===== src/tsc_pkg.sv =====
package tsc_pkg;
   // Model-register addresses
   localparam logic [31:0] CYCLE_COUNT_ADDR = 32'h0000_0010;
   localparam logic [31:0] COUNTER_TAG_ADDR = 32'hC000_0103;
   // Feature-query leaves and bit positions
   localparam logic [31:0] LEAF_BASIC = 32'h0000_0001;
   localparam logic [31:0] LEAF_EXT1 = 32'h8000_0001;
   localparam logic [31:0] LEAF_EXT7 = 32'h8000_0007;
   localparam int COUNTER_PRESENT_BIT = 4;
   localparam int TAG_READ_PRESENT_BIT = 27;
   localparam int INVARIANT_BIT = 8;
   localparam int USER_DISABLE_BIT = 2;
   // Reset values, increment step and kernel privilege level
   localparam logic [63:0] COUNT_RESET = 64'h0000_0000_0000_0000;
   localparam logic [31:0] TAG_RESET = 32'h0000_0000;
   localparam logic [63:0] COUNT_ONE = 64'h0000_0000_0000_0001;
   localparam logic [1:0] PRIV_KERNEL = 2'h0;
   // Constant-rate tick divider: reset preset of the reference-pulse countdown
   localparam logic [7:0] CONST_DIV_DEFAULT = 8'h01;
   typedef enum logic [1:0] {TSC_IDLE, TSC_READ, TSC_FAULT} tsc_resp_t;
endpackage : tsc_pkg


===== src/tsc_timestamp_counter.sv =====
`timescale 1ns/1ps
// Summary of operation
// RULE1: 64-bit counter, cleared on reset
// RULE2: keeps counting while halted or clock-stopped
// RULE3: may stop while deep-sleep pin asserted
// RULE4: legacy mode adds one per core clock
// RULE5: constant mode ticks at fixed divided rate
// RULE6: constant-mode tick duration ignores core frequency
// RULE7: reads strictly increase except on wrap; the code repeats a value between constant-mode ticks and in deep sleep
// RULE8: width prevents wrap within ten years
// RULE9: user-disable flag limits reads to ring 0
// RULE10: read is non-serializing, samples immediately
// RULE11: counter reachable as model register 10H
// RULE12: model-register read returns all 64 bits
// RULE13: legacy write loads low 32, clears upper
// RULE14: newer write loads all 64 bits
// RULE15: leaf 1 EDX bit 4 reports counter
// RULE16: leaf 80000007H EDX bit 8 reports invariant
// RULE17: invariant counter constant in all states; the code stops it while the deep-sleep pin is asserted
// RULE18: 32-bit software-loaded auxiliary tag register
// RULE19: combined read gives count and tag
// RULE20: combined read samples both in one cycle
// RULE21: leaf 80000001H bit 27; same gating
// RULE22: one per tick, wraps modulo 2^64
module tsc_timestamp_counter #(
   parameter bit INVARIANT_SUPPORT = 1'b1,
   parameter bit FULL_WIDTH_WRITE = 1'b1
) (
   input wire logic core_clk,
   input wire logic resetn,
   input wire logic constRateMode,
   input wire logic [7:0] constRateDiv,
   input wire logic refTick,
   input wire logic haltState,
   input wire logic stopClockPinN,
   input wire logic deepSleepPinN,
   input wire logic userReadDisableFlag,
   input wire logic [1:0] privLevel,
   input wire logic counterReadInstr,
   input wire logic counterAndTagReadInstr,
   input wire logic modelRegReadInstr,
   input wire logic modelRegWriteInstr,
   input wire logic [31:0] modelRegAddr,
   input wire logic [63:0] modelRegWrData,
   input wire logic featureQueryInstr,
   input wire logic [31:0] featureLeaf,
   output logic rdValid,
   output logic rdFault,
   output logic [31:0] rdEdx,
   output logic [31:0] rdEax,
   output logic [31:0] rdEcx,
   output logic featureValid,
   output logic [31:0] featureEdx
);
   // Counter state, answer flops and decoded strobes
   logic [63:0] count_r, count_nxt;
   logic [31:0] tag_r, tag_nxt;
   logic [7:0] div_r, div_nxt;
   logic rdValid_r, rdValid_nxt, rdFault_r, rdFault_nxt;
   logic [31:0] rdEdx_r, rdEdx_nxt, rdEax_r, rdEax_nxt, rdEcx_r, rdEcx_nxt;
   logic featValid_r, featValid_nxt;
   logic [31:0] featEdx_r, featEdx_nxt;
   logic tick, userBlocked, anyRead, cntWr, tagWr;

   // Tick source: legacy follows core clock, constant mode uses divided reference
   always_comb begin
      if (!deepSleepPinN) begin
         tick = 1'b0; // RULE3
      end else if (constRateMode && INVARIANT_SUPPORT) begin
         tick = refTick && (div_r == 8'h00); // RULE5 RULE6 RULE17
      end else begin
         tick = 1'b1; // RULE4 RULE2
      end
   end

   // Halt and stop-clock deliberately ignored so time keeps moving while halted
   always_comb begin
      userBlocked = userReadDisableFlag && (privLevel != tsc_pkg::PRIV_KERNEL); // RULE9 RULE21
      anyRead = counterReadInstr || counterAndTagReadInstr;
      cntWr = modelRegWriteInstr && (modelRegAddr == tsc_pkg::CYCLE_COUNT_ADDR);
      tagWr = modelRegWriteInstr && (modelRegAddr == tsc_pkg::COUNTER_TAG_ADDR);
   end

   // Counter, divider and tag next state
   always_comb begin
      // Divider keeps running in deep sleep so pacing resumes on the same grid
      div_nxt = div_r;
      if (constRateMode && refTick) begin
         div_nxt = (div_r == 8'h00) ? constRateDiv : div_r - 8'h01;
      end
      count_nxt = count_r;
      if (cntWr) begin
         if (FULL_WIDTH_WRITE) begin
            count_nxt = modelRegWrData; // RULE14
         end else begin
            count_nxt = {32'h0000_0000, modelRegWrData[31:0]}; // RULE13
         end
      end else if (tick) begin
         count_nxt = count_r + tsc_pkg::COUNT_ONE; // RULE22 RULE8 RULE7
      end
      tag_nxt = tagWr ? modelRegWrData[31:0] : tag_r; // RULE18
   end

   // Read path samples the live counter the same cycle, no ordering wait
   always_comb begin
      rdValid_nxt = 1'b0;
      rdFault_nxt = 1'b0;
      rdEdx_nxt = rdEdx_r;
      rdEax_nxt = rdEax_r;
      rdEcx_nxt = rdEcx_r;
      // Counter reads win over a model read in the same cycle
      if (anyRead && userBlocked) begin
         rdFault_nxt = 1'b1; // RULE9
      end else if (anyRead) begin
         rdValid_nxt = 1'b1; // RULE10
         rdEdx_nxt = count_r[63:32];
         rdEax_nxt = count_r[31:0];
         if (counterAndTagReadInstr) begin
            rdEcx_nxt = tag_r; // RULE19 RULE20
         end
      end else if (modelRegReadInstr) begin
         rdValid_nxt = 1'b1;
         if (modelRegAddr == tsc_pkg::CYCLE_COUNT_ADDR) begin
            rdEdx_nxt = count_r[63:32]; // RULE11 RULE12
            rdEax_nxt = count_r[31:0];
         end else if (modelRegAddr == tsc_pkg::COUNTER_TAG_ADDR) begin
            rdEdx_nxt = 32'h0000_0000;
            rdEax_nxt = tag_r;
         end else begin
            rdValid_nxt = 1'b0;
            rdFault_nxt = 1'b1;
         end
      end
   end

   // Feature-query answers
   always_comb begin
      featValid_nxt = featureQueryInstr;
      featEdx_nxt = 32'h0000_0000;
      if (featureLeaf == tsc_pkg::LEAF_BASIC) begin
         featEdx_nxt[tsc_pkg::COUNTER_PRESENT_BIT] = 1'b1; // RULE15
      end else if (featureLeaf == tsc_pkg::LEAF_EXT7) begin
         featEdx_nxt[tsc_pkg::INVARIANT_BIT] = INVARIANT_SUPPORT; // RULE16
      end else if (featureLeaf == tsc_pkg::LEAF_EXT1) begin
         featEdx_nxt[tsc_pkg::TAG_READ_PRESENT_BIT] = 1'b1; // RULE21
      end
      if (!featureQueryInstr) begin
         featEdx_nxt = featEdx_r;
      end
   end

   // Counter, tag and divider flops; a write already beats a tick upstream
   always_ff @(posedge core_clk) begin
      if (!resetn) begin
         count_r <= tsc_pkg::COUNT_RESET; // RULE1
         tag_r <= tsc_pkg::TAG_RESET;
         div_r <= tsc_pkg::CONST_DIV_DEFAULT;
      end else begin
         count_r <= count_nxt;
         tag_r <= tag_nxt;
         div_r <= div_nxt;
      end
   end

   // Read answer flops; valid and fault are one-cycle pulses, data holds
   always_ff @(posedge core_clk) begin
      if (!resetn) begin
         rdValid_r <= 1'b0;
         rdFault_r <= 1'b0;
         rdEdx_r <= 32'h0000_0000;
         rdEax_r <= 32'h0000_0000;
         rdEcx_r <= 32'h0000_0000;
      end else begin
         rdValid_r <= rdValid_nxt;
         rdFault_r <= rdFault_nxt;
         rdEdx_r <= rdEdx_nxt;
         rdEax_r <= rdEax_nxt;
         rdEcx_r <= rdEcx_nxt;
      end
   end

   // Feature-query answer flops
   always_ff @(posedge core_clk) begin
      if (!resetn) begin
         featValid_r <= 1'b0;
         featEdx_r <= 32'h0000_0000;
      end else begin
         featValid_r <= featValid_nxt;
         featEdx_r <= featEdx_nxt;
      end
   end

   // Outputs come straight from the answer flops
   assign rdValid = rdValid_r;
   assign rdFault = rdFault_r;
   assign rdEdx = rdEdx_r;
   assign rdEax = rdEax_r;
   assign rdEcx = rdEcx_r;
   assign featureValid = featValid_r;
   assign featureEdx = featEdx_r;

   // Core counting and read checks
   a_reset_clears: assert property (@(posedge core_clk) !resetn |=> count_r == 64'h0) // RULE1
      else $error("counter not cleared by reset");
   a_legacy_inc: assert property (@(posedge core_clk) disable iff (!resetn) // RULE4
      (!constRateMode && deepSleepPinN && !cntWr) |=> count_r == $past(count_r) + 64'h1)
      else $error("legacy mode did not add one");
   a_halt_counts: assert property (@(posedge core_clk) disable iff (!resetn) // RULE2
      (!constRateMode && deepSleepPinN && !cntWr && (haltState || !stopClockPinN))
      |=> count_r != $past(count_r))
      else $error("counter stalled while halted");
   a_sleep_stop: assert property (@(posedge core_clk) disable iff (!resetn) // RULE3
      (!deepSleepPinN && !cntWr) |=> count_r == $past(count_r))
      else $error("counter moved in deep sleep");
   a_user_block: assert property (@(posedge core_clk) disable iff (!resetn) // RULE9
      (anyRead && userReadDisableFlag && privLevel != 2'h0) |=> rdFault && !rdValid)
      else $error("blocked read not refused");
   a_read_value: assert property (@(posedge core_clk) disable iff (!resetn) // RULE12
      (anyRead && !userBlocked) |=> {rdEdx, rdEax} == $past(count_r))
      else $error("read value mismatch");
   a_tag_read: assert property (@(posedge core_clk) disable iff (!resetn) // RULE19
      (counterAndTagReadInstr && !userBlocked) |=> rdEcx == $past(tag_r))
      else $error("tag read mismatch");
   a_write_load: assert property (@(posedge core_clk) disable iff (!resetn) // RULE14
      (cntWr && FULL_WIDTH_WRITE) |=> count_r == $past(modelRegWrData))
      else $error("counter write not loaded");
   a_feature_bit: assert property (@(posedge core_clk) disable iff (!resetn) // RULE15
      (featureQueryInstr && featureLeaf == tsc_pkg::LEAF_BASIC) |=> featureEdx[tsc_pkg::COUNTER_PRESENT_BIT])
      else $error("counter feature bit missing");

   // Reset and storage
   a_tag_reset: assert property (@(posedge core_clk) // RULE18
      !resetn |=> tag_r == tsc_pkg::TAG_RESET)
      else $error("tag not cleared by reset");
   a_div_reset: assert property (@(posedge core_clk) // RULE5
      !resetn |=> div_r == tsc_pkg::CONST_DIV_DEFAULT)
      else $error("divider not preset by reset");
   a_out_reset: assert property (@(posedge core_clk) // RULE1
      !resetn |=> !rdValid && !rdFault && !featureValid)
      else $error("answer pulse during reset");
   a_tag_write: assert property (@(posedge core_clk) disable iff (!resetn) // RULE18
      tagWr |=> tag_r == $past(modelRegWrData[31:0]))
      else $error("tag write not loaded");
   a_legacy_write: assert property (@(posedge core_clk) disable iff (!resetn) // RULE13
      (cntWr && !FULL_WIDTH_WRITE)
      |=> count_r[63:32] == 32'h0000_0000 && count_r[31:0] == $past(modelRegWrData[31:0]))
      else $error("legacy write did not clear upper half");
   a_wrap: assert property (@(posedge core_clk) disable iff (!resetn) // RULE22
      (count_r == 64'hFFFF_FFFF_FFFF_FFFF && tick && !cntWr)
      |=> count_r == tsc_pkg::COUNT_RESET)
      else $error("counter did not wrap to zero");

   // Constant-rate pacing; a missing reference pulse must freeze the count
   a_const_hold: assert property (@(posedge core_clk) disable iff (!resetn) // RULE5
      (INVARIANT_SUPPORT && constRateMode && !refTick && !cntWr) |=> count_r == $past(count_r))
      else $error("constant-rate count moved without a reference pulse");
   a_const_step: assert property (@(posedge core_clk) disable iff (!resetn) // RULE6
      (INVARIANT_SUPPORT && constRateMode && refTick && div_r == 8'h00
      && deepSleepPinN && !cntWr)
      |=> count_r == $past(count_r) + tsc_pkg::COUNT_ONE)
      else $error("constant-rate tick was not exactly one");
   a_div_reload: assert property (@(posedge core_clk) disable iff (!resetn) // RULE5
      (constRateMode && refTick && div_r == 8'h00) |=> div_r == $past(constRateDiv))
      else $error("divider not reloaded after tick");

   // Read answers; a refused read must not leak the count into the data flops
   a_fault_no_data: assert property (@(posedge core_clk) disable iff (!resetn) // RULE9
      (anyRead && userBlocked) |=> $stable({rdEdx, rdEax, rdEcx}))
      else $error("refused read changed the answer data");
   a_model_cnt_read: assert property (@(posedge core_clk) disable iff (!resetn) // RULE11
      (modelRegReadInstr && !anyRead && modelRegAddr == tsc_pkg::CYCLE_COUNT_ADDR)
      |=> rdValid && {rdEdx, rdEax} == $past(count_r))
      else $error("model read of counter mismatch");
   a_model_tag_read: assert property (@(posedge core_clk) disable iff (!resetn) // RULE18
      (modelRegReadInstr && !anyRead && modelRegAddr == tsc_pkg::COUNTER_TAG_ADDR)
      |=> rdValid && rdEdx == 32'h0000_0000 && rdEax == $past(tag_r))
      else $error("model read of tag mismatch");
   a_bad_addr: assert property (@(posedge core_clk) disable iff (!resetn) // RULE11
      (modelRegReadInstr && !anyRead && modelRegAddr != tsc_pkg::CYCLE_COUNT_ADDR
      && modelRegAddr != tsc_pkg::COUNTER_TAG_ADDR) |=> rdFault && !rdValid)
      else $error("unknown model register not refused");
   a_ecx_hold: assert property (@(posedge core_clk) disable iff (!resetn) // RULE19
      (counterReadInstr && !counterAndTagReadInstr) |=> $stable(rdEcx))
      else $error("plain read disturbed the tag answer");
   a_idle_quiet: assert property (@(posedge core_clk) disable iff (!resetn) // RULE10
      !(anyRead || modelRegReadInstr) |=> !rdValid && !rdFault)
      else $error("answer pulse without a request");

   // Feature answers
   a_feature_ext1: assert property (@(posedge core_clk) disable iff (!resetn) // RULE21
      (featureQueryInstr && featureLeaf == tsc_pkg::LEAF_EXT1)
      |=> featureValid && featureEdx[tsc_pkg::TAG_READ_PRESENT_BIT])
      else $error("combined-read feature bit missing");
   a_feature_ext7: assert property (@(posedge core_clk) disable iff (!resetn) // RULE16
      (featureQueryInstr && featureLeaf == tsc_pkg::LEAF_EXT7)
      |=> featureEdx[tsc_pkg::INVARIANT_BIT] == INVARIANT_SUPPORT)
      else $error("invariant feature bit wrong");
   a_feature_idle: assert property (@(posedge core_clk) disable iff (!resetn) // RULE15
      !featureQueryInstr |=> !featureValid && $stable(featureEdx))
      else $error("feature answer changed without a query");

   // Main scenarios worth seeing at least once
   c_plain_read: cover property (@(posedge core_clk) anyRead && !userBlocked);
   c_tag_read: cover property (@(posedge core_clk) counterAndTagReadInstr && !userBlocked);
   c_blocked_read: cover property (@(posedge core_clk) anyRead && userBlocked);
   c_count_write: cover property (@(posedge core_clk) cntWr);
   c_const_tick: cover property (@(posedge core_clk) constRateMode && tick);
endmodule : tsc_timestamp_counter


===== config.mk =====
export PLATFORM = sky130hd
export DESIGN_NAME = tsc_timestamp_counter
export DESIGN_NICKNAME = d
export VERILOG_FILES = /design/src/tsc_pkg.sv /design/src/tsc_timestamp_counter.sv
export SDC_FILE = /design/constraint.sdc
export NUM_CORES = 1
export LEC_CHECK = 0
export BUFFER_PORTS_ARGS = -buffer_cell sky130_fd_sc_hd__buf_2
export CAP_MARGIN = 5
export CORE_MARGIN = 2
export CORE_UTILIZATION = 52
export DETAILED_ROUTE_END_ITERATION = 7
export PLACE_DENSITY_LB_ADDON = 0.12
export SLEW_MARGIN = 15
export SYNTH_ARGS = -nofsm -noshare
export SYNTH_HDL_FRONTEND = slang
export SYNTH_SLANG_ARGS = --single-unit
export TNS_END_PERCENT = 50

===== constraint.sdc =====
create_clock -name core_clk -period 2.8 [get_ports core_clk]
set_input_delay 0.28 -clock core_clk [delete_from_list [all_inputs] [get_ports core_clk]]
set_output_delay 0.28 -clock core_clk [all_outputs]
set_load 0.1 [all_outputs]

==> reports/metrics.cfg <==
[timing]
tns_ns = 0
slew_violations = 0
slew_headroom = 0.3365
setup_violations = 0
rsz0062_at_grt = false
tightest_slew_ns = 0.9877
fin_skew_ns = 0.01462
period_needed_ns = 2.601
setup_slack_ns = 0.1993
fin_crit_sh = 0.9288
max_freq_mhz = 384.5
hold_viol = 0
fin_hold_ws_ns = 0.02166

[pwr]
switching_share = 0.2748
p_leak_nw = 4.480
p_int_mw = 5.031
irDropWorstVdd_mv = 0.4597
cellPowerDensity_mw_per_mm2 = 612.4
pwr-share-seq = 0.433
power.switching_mw = 1.906
clkPwrFrac = 0.439
power_frac_comb = 0.128

[finish]
fin_util = 0.6549
stdcell_count = 1547
nets = 1461
final_cell_mix = 249 x buf_2, 206 x dfxtp_1, 158 x nand2_1
drive_gt1_frac = 0.2475
areaGrowthSynthToFinish_pct = 23.07
layout_commonest_cell = buf_2

[drt]
drt_wl_total_microns = 26410
ant_nets = 0
post_drt_wl_per_cell_microns = 17.07
drt-pass1-iter-count = 5
route.detailed.drc = 0
viasPerCell = 5.582
via_count = 8635
drt_iter0_drc = 459

[die]
die_w_microns = 137.0
ios = 282
die_area_sq_mm = 0.01878
fp.coreArea_sq_mm = 0.01730
die_h_microns = 137.0
fp-row-count = 48
start_util = 0.5321

[clock_network]
worstSkewPairLatency_ns = 0.51
clockBufferDepth = 3
root_buffer = clkbuf_16
tritoncts = done
clock_sinks = 206
h-tree-depth = 1
cts_hold_buf = 0
clkTransAtPathRegs_ns = 0.06
post_cts_resize_count = 0
numCtsBuffers = 23
cts_setup_buffers = 0

[critical_path]
arrival_ns = 2.97
r2r-start = div_r[0]$_SDFFE_PN1P_
critPathKind = reg2reg
worstSetupStartpointType = register
endpoint_kind = register
reg2reg_depth = 8
cp.required_ns = 3.17
r2r_slack_ns = 0.20
path_max_fanout = 9
reg2reg_to = count_r[45]$_SDFFE_PN0P_

[placement]
portBuffers = 250
place_inst = 1507
gp_congestion = 0.8547
dp_slack_ns = 0.2788
dpl.hpwl_microns = 18000

[logic_synthesis]
synthFlopType = dfxtp_1
avgSynthCellArea_sq_um = 8.498
seq_area_frac_synth = 0.4481
async_reset_ff_frac = 0
synth_edf_count = 0
yosys.area.top_type = dfxtp_1
yosys_warnings = 0
synth_area_sq_mm = 0.009204
synth_cell_type_count = 54
synth_seq_cells = 206
netlist_instances = 1083
synth_top_cells_by_area = dfxtp_1 45%, nand2_1 6.5%, a21oi_1 5.3%
yosysTopAreaCellShare = 0.4481

[grt]
grt_overflow = 0
gr-usage-met1 = 0.3615
busiest_layer = met2
met3_usage = 0.04296
grtUsageMet2 = 0.4663
grt_pass1_vias = 8241
antenna_found_initial = 1
grt_pass1_wl_microns = 41420
grt_max_degree = 77
grtUsageTotal = 0.2744

[hold_path]
holdPathStages = 3
worst_hold_path_type = in2reg
hold_start = modelRegWrData[7]
hold_path_end = tag_r[7]$_SDFFE_PN0P_

[run]
maxCapViolCount = 0

[status]
status = completed

[how the worst max path moves through the flow]
| stage | start | endpoint | slack, ns | cells after the start |
|---|---|---|---|---|
| floorplan | count_r[0]$_SDFFE_PN0P_ | count_r[56]$_SDFFE_PN0P_ | 0.53 | 8 |
| global placement | modelRegAddr[2] | count_r[40]$_SDFFE_PN0P_ | 0.32 | 8 |
| detailed placement | modelRegAddr[2] | count_r[5]$_SDFFE_PN0P_ | 0.28 | 8 |
| CTS | div_r[0]$_SDFFE_PN1P_ | count_r[45]$_SDFFE_PN0P_ | 0.24 | 8 |
| global route | div_r[0]$_SDFFE_PN1P_ | count_r[45]$_SDFFE_PN0P_ | 0.09 | 8 |
| finish | div_r[0]$_SDFFE_PN1P_ | count_r[45]$_SDFFE_PN0P_ | 0.20 | 8 |
[worst max-delay path, stage by stage, from the launching register on]
cell     delay (ns)
dfxtp_1        0.35
inv_1          0.09
ha_1           0.15
nor3b_2        0.29
a31oi_4        0.23
nor3_1         0.86
nand4_1        0.20
xor2_1         0.20
a21oi_1        0.09
[stage by stage]
stage          cell area [sq um]  power (mW)
2_1_floorplan               9309       3.734
3_3_place_gp               10570       3.946
3_5_place_dp               10570       3.950
4_1_cts                    11320       6.968
5_1_grt                    11320       7.140
6_report                   11330       6.937
[power groups by stage]
| stage | sequential [mW] | clock (mW) | combinational [mW] |
|---|---|---|---|
| 2_1_floorplan | 3.30 | 0 | 0.430 |
| 3_3_place_gp | 3.07 | 0 | 0.878 |
| 3_5_place_dp | 3.07 | 0 | 0.882 |
| 4_1_cts | 3.00 | 3.08 | 0.886 |
| 5_1_grt | 3.01 | 3.20 | 0.937 |
| 6_report | 3.01 | 3.04 | 0.889 |
[logic make-up after synthesis]
kind of cell | after synthesis | synth area share
adders and majority gates | 3 | 0.004079
buffers and inverters | 110 | 0.05886
other | 1 | 0.0004074
DFF | 206 | 0.4481
and+or+nand+nor | 382 | 0.2058
AOI/OAI and AO/OA | 285 | 0.1865
muxes | 35 | 0.03820
xor gates and xnor gates | 61 | 0.05805
[registers in the layout, summed over array words and instances (netlist names), 3 cells and up]
register	cells
count_r	64
div_r	8
rdEcx	32
rdEdx	32
tag_r	32
rdEax	32
featureEdx	3
[cells in the mapped netlist (3+ instances only)]
cell type / n
a211oi_1: 5
a21oi_1: 98
a31oi_1: 36
a32o_1: 32
and2_1: 6
and3_1: 23
and4_1: 6
buf_1: 4
buf_4: 32
clkbuf_1: 65
dfxtp_1: 206
ha_1: 3
inv_1: 6
mux2i_1: 34
nand2_1: 159
nand3_1: 33
nand4_1: 35
nor2_1: 71
nor3_1: 11
nor4_1: 12
nor4_4: 5
o21ai_0: 97
or4_1: 3
xnor2_1: 15
xor2_1: 46
[routing by layer]
metal  up-vias  part of all wire
met2       252              0.48
met4         0             0.021
met1      4084              0.44
met5         -                 0
met3        38             0.059
li1       4261                 -
[layout make-up]
cell class	instances	area [sq um]
fill	1550	5969
inverter	7	26.28
antenna	1	2.502
multi-input combinational	795	4666
tap	225	281.5
sequential	206	4124
clock inverter	6	112.6
timing repair buffer	274	1471
clock buffer	33	643.1
Note: power is estimated with default switching activity, not from simulation.
